**src/rtl/tdmcs_pkg.sv**
```systemverilog
package tdmcs_pkg;
    localparam int         CLK_PERIOD_NS  = 25;
    localparam int         BCLK_HALF_NS   = 250;
    localparam int         BCLK_HALF_CYC  = BCLK_HALF_NS / CLK_PERIOD_NS;
    localparam logic [7:0] FRAME_LAST_BIT = 8'hff;
    localparam logic [3:0] BIT_LAST       = 4'hf;
    localparam logic [3:0] SLOT_CMD       = 4'h0;
    localparam logic [3:0] SLOT_VALUE     = 4'h1;
    localparam logic [3:0] SLOT_ADC_BASE  = 4'h2;
    localparam logic [3:0] SLOT_LAST_USED = 4'h9;
    localparam int         CMD_OP_BIT     = 15;
    localparam int         CMD_AHI_BIT    = 14;
    localparam int         CMD_ALO_BIT    = 13;
    localparam int         CMD_REG_MSB    = 12;
    localparam int         CMD_REG_LSB    = 5;
    localparam int         NUM_REGS       = 18;
    localparam logic [7:0] REG_VALID_CFG  = 8'h0d;
    localparam logic [7:0] REG_CODING_CFG = 8'h0f;
    localparam logic [7:0] REG_INTERVAL   = 8'h11;
    localparam int         VALID_EN_BIT   = 0;
    localparam int         CODING_LSB     = 6;
    localparam logic [7:0] RST_VALID_CFG  = 8'h01;
    localparam logic [7:0] RST_OTHER      = 8'h00;
    localparam logic [7:0] RST_INTERVAL   = 8'h00;
    localparam logic [1:0] CODING_LINEAR  = 2'h0;
    localparam logic [1:0] CODING_ALAW    = 2'h1;
    localparam logic [1:0] CODING_MULAW   = 2'h2;
    localparam logic [6:0] MU_BIAS        = 7'h21;
    localparam logic [15:0] MU_CLIP       = 16'h1fff;
endpackage

```
**src/rtl/tdmcs_clkgen.sv**
```systemverilog
module tdmcs_clkgen (
    // clock and reset
    input  wire logic i_clk,
    input  wire logic i_reset,
    // strap
    input  wire logic i_master,
    // generated link timing
    output logic      o_bclk,
    output logic      o_frame_pulse
);
    import tdmcs_pkg::*;

    typedef struct packed {
        logic [7:0] div;
        logic [7:0] bits;
        logic       bclk;
        logic       fp;
    } tdmcs_gen_s;

    tdmcs_gen_s s;
    tdmcs_gen_s next_s;

    always_comb begin
        next_s = s;
        if (i_master) begin
            if (s.div == 8'(BCLK_HALF_CYC - 1)) begin
                next_s.div  = 8'h00;
                next_s.bclk = ~s.bclk;
                if (!s.bclk) begin
                    // one pulse per 256 bit clocks, high in the last bit
                    next_s.bits = 8'(s.bits + 8'h01);
                    next_s.fp   = (next_s.bits == FRAME_LAST_BIT);
                end
            end else begin
                next_s.div = 8'(s.div + 8'h01);
            end
        end
    end

    always_ff @(posedge i_clk or posedge i_reset) begin
        if (i_reset) begin
            s <= '0;
        end else begin
            s <= next_s;
        end
    end

    assign o_bclk        = s.bclk;
    assign o_frame_pulse = s.fp;
endmodule

```
**src/rtl/tdmcs_compand.sv**
```systemverilog
module tdmcs_compand (
    // linear sample in
    input  wire logic [15:0] i_sample,
    input  wire logic [1:0]  i_coding,
    // companded code out
    output logic      [7:0]  o_code
);
    import tdmcs_pkg::*;

    logic        mu;
    logic        neg;
    logic [15:0] pcm;
    logic [15:0] mag;
    logic [2:0]  seg;
    logic [3:0]  shift;
    logic [3:0]  mant;

    always_comb begin
        mu  = (i_coding == CODING_MULAW);
        neg = i_sample[15];
        seg = 3'h0;
        if (mu) begin
            pcm = 16'($signed(i_sample) >>> 2);
            mag = neg ? 16'(-pcm) : pcm;
            mag = 16'(mag + 16'(MU_BIAS));
            if (mag > MU_CLIP) begin
                mag = MU_CLIP;
            end
            for (int i = 0; i < 8; i++) begin
                if (mag[i + 5]) begin
                    seg = 3'(i);
                end
            end
            shift = {1'b0, seg} + 4'h1;
        end else begin
            pcm = 16'($signed(i_sample) >>> 3);
            mag = neg ? ~pcm : pcm;
            for (int i = 0; i < 8; i++) begin
                if (mag[i + 4]) begin
                    seg = 3'(i);
                end
            end
            shift = (seg < 3'h2) ? 4'h1 : {1'b0, seg};
        end
        mant = 4'(mag >> shift);
        if (mu) begin
            o_code = {1'b0, seg, mant} ^ (neg ? 8'h7f : 8'hff);
        end else begin
            o_code = {1'b0, seg, mant} ^ (neg ? 8'h55 : 8'hd5);
        end
    end
endmodule

```
**src/rtl/tdmcs_port.sv**
```systemverilog
module tdmcs_port (
    // clock and reset
    input  wire logic        i_clk,
    input  wire logic        i_reset,
    // straps and control select
    input  wire logic        i_master,
    input  wire logic        i_addr_strap_high,
    input  wire logic        i_addr_strap_low,
    input  wire logic        i_ctl_sel_n,
    // bit clock pin
    input  wire logic        i_bclk,
    output logic             o_bclk,
    output logic             o_bclk_oe_n,
    // frame pulse pin
    input  wire logic        i_frame_pulse,
    output logic             o_frame_pulse,
    output logic             o_frame_pulse_oe_n,
    // serial data pins
    input  wire logic        i_sdin,
    output logic             o_sdout,
    output logic             o_sdout_oe_n,
    // adc samples
    input  wire logic [15:0] i_adc1_sample,
    input  wire logic [15:0] i_adc2_sample,
    output logic      [1:0]  o_adc_load,
    // dac words
    output logic      [15:0] o_dac1_word,
    output logic      [15:0] o_dac2_word,
    output logic      [1:0]  o_dac_strobe,
    // register updates
    output logic             o_reg_wr,
    output logic      [7:0]  o_reg_wr_addr,
    output logic      [7:0]  o_reg_wr_data,
    output logic      [1:0]  o_coding
);
    import tdmcs_pkg::*;

    typedef struct packed {
        logic                 bclk_q;
        logic                 synced;
        logic [7:0]           cnt;
        logic [15:0]          rx_sh;
        logic [15:0]          tx_sh;
        logic                 sdout;
        logic                 drive;
        logic [7:0]           skip;
        logic                 ctl_ok;
        logic                 cmd_hit;
        logic                 cmd_wr;
        logic [7:0]           cmd_addr;
        logic [17:0][7:0]     regs;
        logic [1:0][15:0]     dac;
        logic [1:0]           dac_stb;
        logic [1:0]           adc_ld;
        logic                 wr_stb;
        logic [7:0]           wr_addr;
        logic [7:0]           wr_data;
    } tdmcs_state_s;

    tdmcs_state_s s;
    tdmcs_state_s next_s;

    logic             gen_bclk;
    logic             gen_fp;
    logic             bclk;
    logic             fp;
    logic             rise;
    logic             fall;
    logic             ctl_en;
    logic [1:0]       strap;
    logic [3:0]       slot_a;
    logic [3:0]       slot_b;
    logic [1:0][15:0] adc_in;
    logic [1:0][7:0]  adc_code;
    logic [1:0]       coding;
    logic             flag_en;

    tdmcs_clkgen u_clkgen (
        .i_clk         (i_clk),
        .i_reset       (i_reset),
        .i_master      (i_master),
        .o_bclk        (gen_bclk),
        .o_frame_pulse (gen_fp)
    );

    assign adc_in[0] = i_adc1_sample;
    assign adc_in[1] = i_adc2_sample;

    for (genvar c = 0; c < 2; c++) begin : g_enc
        tdmcs_compand u_enc (
            .i_sample (adc_in[c]),
            .i_coding (coding),
            .o_code   (adc_code[c])
        );
    end

    function automatic logic [7:0] reg_read(input logic [17:0][7:0] r,
                                            input logic [7:0] a);
        reg_read = (a < 8'(NUM_REGS)) ? r[a[4:0]] : 8'h00;
    endfunction

    function automatic logic [15:0] adc_fmt(input logic [15:0] lin,
                                            input logic [7:0] code,
                                            input logic [1:0] cod,
                                            input logic flag);
        if (cod == CODING_LINEAR) begin
            adc_fmt = flag ? {1'b1, lin[15:1]} : lin;
        end else begin
            adc_fmt = {flag, 7'h00, code};
        end
    endfunction

    // slave strap takes the pins, master uses the local generator
    assign bclk    = i_master ? gen_bclk : i_bclk;
    assign fp      = i_master ? gen_fp : i_frame_pulse;
    assign rise    = bclk & ~s.bclk_q;
    assign fall    = ~bclk & s.bclk_q;
    assign ctl_en  = ~i_ctl_sel_n;
    assign strap   = {i_addr_strap_high, i_addr_strap_low};
    assign slot_a  = 4'(SLOT_ADC_BASE + {1'b0, strap, 1'b0});
    assign slot_b  = 4'(slot_a + 4'h1);
    assign coding  = s.regs[REG_CODING_CFG[4:0]][CODING_LSB +: 2];
    assign flag_en = s.regs[REG_VALID_CFG[4:0]][VALID_EN_BIT];

    always_comb begin
        logic [15:0] word;
        logic [15:0] tx;
        logic        drv;
        logic [3:0]  slot;
        logic [7:0]  val;
        word           = {s.rx_sh[14:0], i_sdin};
        tx             = 16'h0000;
        drv            = 1'b0;
        slot           = s.cnt[7:4];
        val            = word[15:8];
        next_s         = s;
        next_s.bclk_q  = bclk;
        next_s.dac_stb = 2'b00;
        next_s.adc_ld  = 2'b00;
        next_s.wr_stb  = 1'b0;
        if (fall) begin
            if (fp) begin
                next_s.cnt    = FRAME_LAST_BIT;
                next_s.synced = 1'b1;
            end else if (s.synced) begin
                next_s.rx_sh = word;
                if (s.cnt[3:0] == BIT_LAST) begin
                    if (slot == SLOT_CMD) begin
                        next_s.cmd_hit  = ctl_en && s.ctl_ok
                            && word[CMD_AHI_BIT] == strap[1]
                            && word[CMD_ALO_BIT] == strap[0];
                        next_s.cmd_wr   = word[CMD_OP_BIT];
                        next_s.cmd_addr =
                            word[CMD_REG_MSB:CMD_REG_LSB];
                    end else if (slot == SLOT_VALUE) begin
                        if (s.cmd_hit && s.cmd_wr && s.cmd_addr != 8'h00
                            && s.cmd_addr < 8'(NUM_REGS)) begin
                            next_s.regs[s.cmd_addr[4:0]] = val;
                            next_s.wr_stb  = 1'b1;
                            next_s.wr_addr = s.cmd_addr;
                            next_s.wr_data = val;
                            if (s.cmd_addr == REG_INTERVAL) begin
                                next_s.skip = (val == 8'h00) ? 8'h00
                                    : 8'(val - 8'h01);
                            end
                        end
                    end else if (slot == slot_a) begin
                        next_s.dac[0]     = word;
                        next_s.dac_stb[0] = 1'b1;
                    end else if (slot == slot_b) begin
                        next_s.dac[1]     = word;
                        next_s.dac_stb[1] = 1'b1;
                    end
                end
            end
        end
        if (rise && s.synced) begin
            next_s.cnt = 8'(s.cnt + 8'h01);
            slot       = next_s.cnt[7:4];
            if (next_s.cnt == 8'h00) begin
                next_s.ctl_ok  = (s.skip == 8'h00);
                next_s.skip    = next_s.ctl_ok ? reg_read(s.regs,
                                   REG_INTERVAL) : 8'(s.skip - 8'h01);
                next_s.cmd_hit = 1'b0;
            end
            if (next_s.cnt[3:0] == 4'h0) begin
                if (slot == SLOT_CMD) begin
                    drv = ctl_en && next_s.ctl_ok;
                end else if (slot == SLOT_VALUE) begin
                    drv = s.cmd_hit;
                    tx  = s.cmd_wr ? 16'h0000
                        : {reg_read(s.regs, s.cmd_addr), 8'h00};
                end else if (slot == slot_a) begin
                    drv              = 1'b1;
                    tx               = adc_fmt(i_adc1_sample, adc_code[0],
                                               coding, flag_en);
                    next_s.adc_ld[0] = 1'b1;
                end else if (slot == slot_b) begin
                    drv              = 1'b1;
                    tx               = adc_fmt(i_adc2_sample, adc_code[1],
                                               coding, flag_en);
                    next_s.adc_ld[1] = 1'b1;
                end
                // other slots, 10 to 15 included, stay released
                next_s.drive = drv;
                next_s.sdout = tx[15];
                next_s.tx_sh = {tx[14:0], 1'b0};
            end else begin
                next_s.sdout = s.tx_sh[15];
                next_s.tx_sh = {s.tx_sh[14:0], 1'b0};
            end
        end
    end

    always_ff @(posedge i_clk or posedge i_reset) begin
        if (i_reset) begin
            s                             <= '0;
            s.regs                        <= {NUM_REGS{RST_OTHER}};
            s.regs[REG_VALID_CFG[4:0]]    <= RST_VALID_CFG;
            s.regs[REG_INTERVAL[4:0]]     <= RST_INTERVAL;
        end else begin
            s <= next_s;
        end
    end

    assign o_bclk             = gen_bclk;
    assign o_bclk_oe_n        = ~i_master;
    assign o_frame_pulse      = gen_fp;
    assign o_frame_pulse_oe_n = ~i_master;
    assign o_sdout            = s.sdout;
    assign o_sdout_oe_n       = ~s.drive;
    assign o_adc_load         = s.adc_ld;
    assign o_dac1_word        = s.dac[0];
    assign o_dac2_word        = s.dac[1];
    assign o_dac_strobe       = s.dac_stb;
    assign o_reg_wr           = s.wr_stb;
    assign o_reg_wr_addr      = s.wr_addr;
    assign o_reg_wr_data      = s.wr_data;
    assign o_coding           = coding;
endmodule

```
**config.mk**
```make
export PLATFORM = sky130hd
export DESIGN_NAME = tdmcs_port
export DESIGN_NICKNAME = d
export VERILOG_FILES = /design/src/rtl/tdmcs_pkg.sv /design/src/rtl/tdmcs_clkgen.sv /design/src/rtl/tdmcs_compand.sv /design/src/rtl/tdmcs_port.sv
export SDC_FILE = /design/constraint.sdc
export NUM_CORES = 1
export LEC_CHECK = 0
export ABC_AREA = 1
export BUFFER_PORTS_ARGS = -buffer_cell sky130_fd_sc_hd__buf_4
export CORE_MARGIN = 3
export CORE_UTILIZATION = 25
export CTS_CLUSTER_DIAMETER = 200
export DETAILED_ROUTE_END_ITERATION = 12
export PLACE_DENSITY_LB_ADDON = 0.15
export RECOVER_POWER = 25
export REMOVE_ABC_BUFFERS = 1
export SKIP_CTS_REPAIR_TIMING = 1
export SYNTH_ARGS = -nofsm -noshare
export SYNTH_HDL_FRONTEND = slang
export SYNTH_SLANG_ARGS = --single-unit
```
**constraint.sdc**
```tcl
create_clock -name i_clk -period 19.6 [get_ports i_clk]
set_clock_uncertainty 0.1 [all_clocks]
set_input_delay 0.98 -clock i_clk [delete_from_list [all_inputs] [get_ports i_clk]]
set_output_delay 0.98 -clock i_clk [all_outputs]
set_load 0.05 [all_outputs]
```
==> flow_summary.json <==
{
  "status": "finished, violations left",
  "violations": "capacitance limit, slew limit",
  "total_leakage_power_nw": 8.58,
  "syn_inst": 2222,
  "yosysTopAreaCell": "dfrtp_1",
  "num_vias": 14900,
  "slew_headroom_pct": -167,
  "yosysSeqAreaShare_pct": 41.6,
  "dr.pass1.iters": 5,
  "grtUsageMet1_pct": 21.3,
  "crit_path_cell_trace": "clkbuf_4 -> clkinvlp_2 -> clkbuf_1 -> buf_4",
  "tns_ns": 0,
  "worstSetupEndpointType": "async pin",
  "grt_pass1_wl_mm": 85.5,
  "dieArea_um2": 69500,
  "finalWirelength_mm": 54.1,
  "synth_commonest_cells": "nand2_1, dfrtp_1, o21ai_0",
  "numCtsBuffers": 31,
  "cp_num_buf_inv": 4,
  "core_area_um2": 65000,
  "cp_slowest_cell": "clkbuf_1",
  "clkSlewWorstSetupHoldPaths_ns": 0.06,
  "grt_use_met3_pct": 1.95,
  "peakVddDrop_mv": 0.0704,
  "ys.flop_type": "dfrtp_1",
  "timing_worst_setup_path_type": "in2async",
  "grt_max_degree": 86,
  "synth.distinct_cells": 59,
  "syn_area_um2": 16600,
  "finalHoldViolations": 0,
  "insertion_delay_ns": 0.59,
  "final_util_pct": 28.7,
  "port_buffers": 101,
  "synth_fa_ha_area_share_pct": 1.43,
  "synthXorXnorAreaFrac_pct": 2.64,
  "setup_viol": 0,
  "synth.most_common_cell": "nand2_1",
  "cts_tree": "built",
  "use_met2_pct": 25.0,
  "start_util_pct": 25.5,
  "yosys_warnings": 0,
  "timing.hold.ws_ns": 0.277,
  "reg2reg_depth": 8,
  "worst_slew_pin_slew_ns": 3.98,
  "dp.final_hpwl_mm": 37.7,
  "grt_pass1_vias": 14500,
  "cts.sinks": 276,
  "async_reset_ff_share_pct": 100,
  "die_w_um": 264,
  "fin_nets": 2269,
  "maxCapViolCount": 3,
  "rsz0062_at_grt": "false",
  "synth-simple-area-share_pct": 26.1,
  "ctsHtreeMaxLevel": 1,
  "wl_per_cell_um": 17.6,
  "crit_fanout": 85,
  "synth.area.top_cells": "dfrtp_1, nand2_1, o21ai_0",
  "drive_above_1_share_pct": 11.4,
  "startpoint_type": "input pin",
  "r2r_slack_ns": 15.27,
  "row_count": 93,
  "synth_edf_count": 0,
  "cp_data_arrival_time_ns": 6.97,
  "synth_top_area_share_pct": 41.5,
  "avgSynthCellArea_um2": 7.47,
  "worstHoldPathCells": 0,
  "ios": 102,
  "ant_nets": 0,
  "synth_top_family_by_area": "simple AND/OR/NAND/NOR gates",
  "total_power_w": 0.00171,
  "syn_to_final_growth_pct": 12.5,
  "finalCriticalPeriod_ns": 6.50,
  "synth_compound_area_share_pct": 17.8,
  "dr.first_iter.drc_count": 1281,
  "top_usage_layer": "met2",
  "grt_remaining_overflow": 0,
  "required_ns": 20.07,
  "drv_slew": 207,
  "p_per_area_nw_per_um2": 91.4,
  "via_per_inst": 4.82,
  "grt_use_total_pct": 15.1,
  "fmax_mhz": 154,
  "antenna_found_initial": 0,
  "routabilityCongestion": 0.830,
  "crit_family": "buffers and inverters",
  "antenna_cells": 0,
  "root_buffer": "clkbuf_16",
  "critical-path-max-stage-delay_ns": 2.56,
  "synthMuxAreaShare_pct": 0.249,
  "drc": 0,
  "hp-class": "reg2reg",
  "timing.final.crit_share_pct": 33.2,
  "die_h_um": 264,
  "timing.rr.start": "s[198]",
  "ys_seq_elements": 276,
  "clockBufferDepth": 3
}
## worst register-to-register path, stage by stage, from the launching register on
cell and delay, ns:
dfrtp_1 0.52, nor2_4 0.13, buf_4 0.49, nand4_1 0.21, nor3b_1 0.18, nand3_1 0.69
clkinv_1 0.90, nand3_1 0.78, o21ai_0 0.17
## area by class of cell
cell class / instances / area, um2
clock inverter: 9 / 87.6
inverter: 213 / 801
multi-input combinational: 1569 / 8030
timing repair buffer: 118 / 875
clock buffer: 44 / 905
fill: 7014 / 46400
sequential: 276 / 6910
tap: 855 / 1070
## through the flow
stage          instance area [um2]  std cells  setup slack, ns
2_1_floorplan                15700       2058            10.91
3_3_place_gp                 17700       3031            14.48
3_5_place_dp                 17700       3031            14.40
4_1_cts                      18700       3084            15.02
5_1_grt                      18700       3084            11.85
6_report                     18700       3084            13.10
## power breakdown
| group | internal, W | switching [W] | total [W] |
|---|---|---|---|
| combinational | 0.000130 | 0.000336 | 0.000466 |
| sequential | 0.000624 | 0.0000416 | 0.000665 |
| clock | 0.000332 | 0.000242 | 0.000574 |
## cells in the final DEF (no fill, tap or decap), types with 4 or more instances in the layout
cell type	n
a2111oi_0	7
a21oi_1	81
a221oi_1	6
a22oi_1	70
a31oi_1	6
buf_4	114
clkbuf_1	8
clkbuf_16	31
clkbuf_8	8
clkinv_1	6
clkinv_2	6
dfrtp_1	275
ha_1	19
inv_1	194
inv_2	12
nand2_1	560
nand2_2	24
nand2_4	4
nand3_1	169
nand3_2	5
nand3b_1	9
nand4_1	21
nor2_1	132
nor2_2	19
nor2_4	7
nor3_1	19
o2111ai_1	8
o211ai_1	17
o21ai_0	275
o21ai_1	8
o22ai_1	14
or2_2	4
xnor2_1	19
xor2_1	26
## logic make-up (layout without fill, tap and decap cells)
logic type,Yosys count,count (layout)
simple gates,988,988
compound gates,511,511
buf+inv,377,384
flops,276,276
xor+xnor,47,47
fa+ha+maj,19,19
mux,4,4
## routing by layer
| layer | wire, um | vias up | share of wire (%) |
|---|---|---|---|
| li1 | - | 7306 | - |
| met1 | 25800 | 7148 | 48 |
| met2 | 24900 | 349 | 46 |
| met3 | 2540 | 52 | 4.7 |
| met4 | 872 | 0 | 1.6 |
| met5 | 0 | - | 0 |
## worst max-delay path by stage
stage / startpoint / slack (ns) / end / depth (start not counted)
finish: i_reset / 13.10 / async pin / 4
floorplan: i_reset / 10.91 / async pin / 1
CTS: i_adc1_sample[15] / 15.02 / s[222] / 28
detailed placement: i_adc1_sample[15] / 14.40 / s[222] / 28
global placement: i_adc1_sample[2] / 14.48 / s[220] / 30
global route: i_reset / 11.85 / async pin / 4
(Power assumes the default switching activity.)
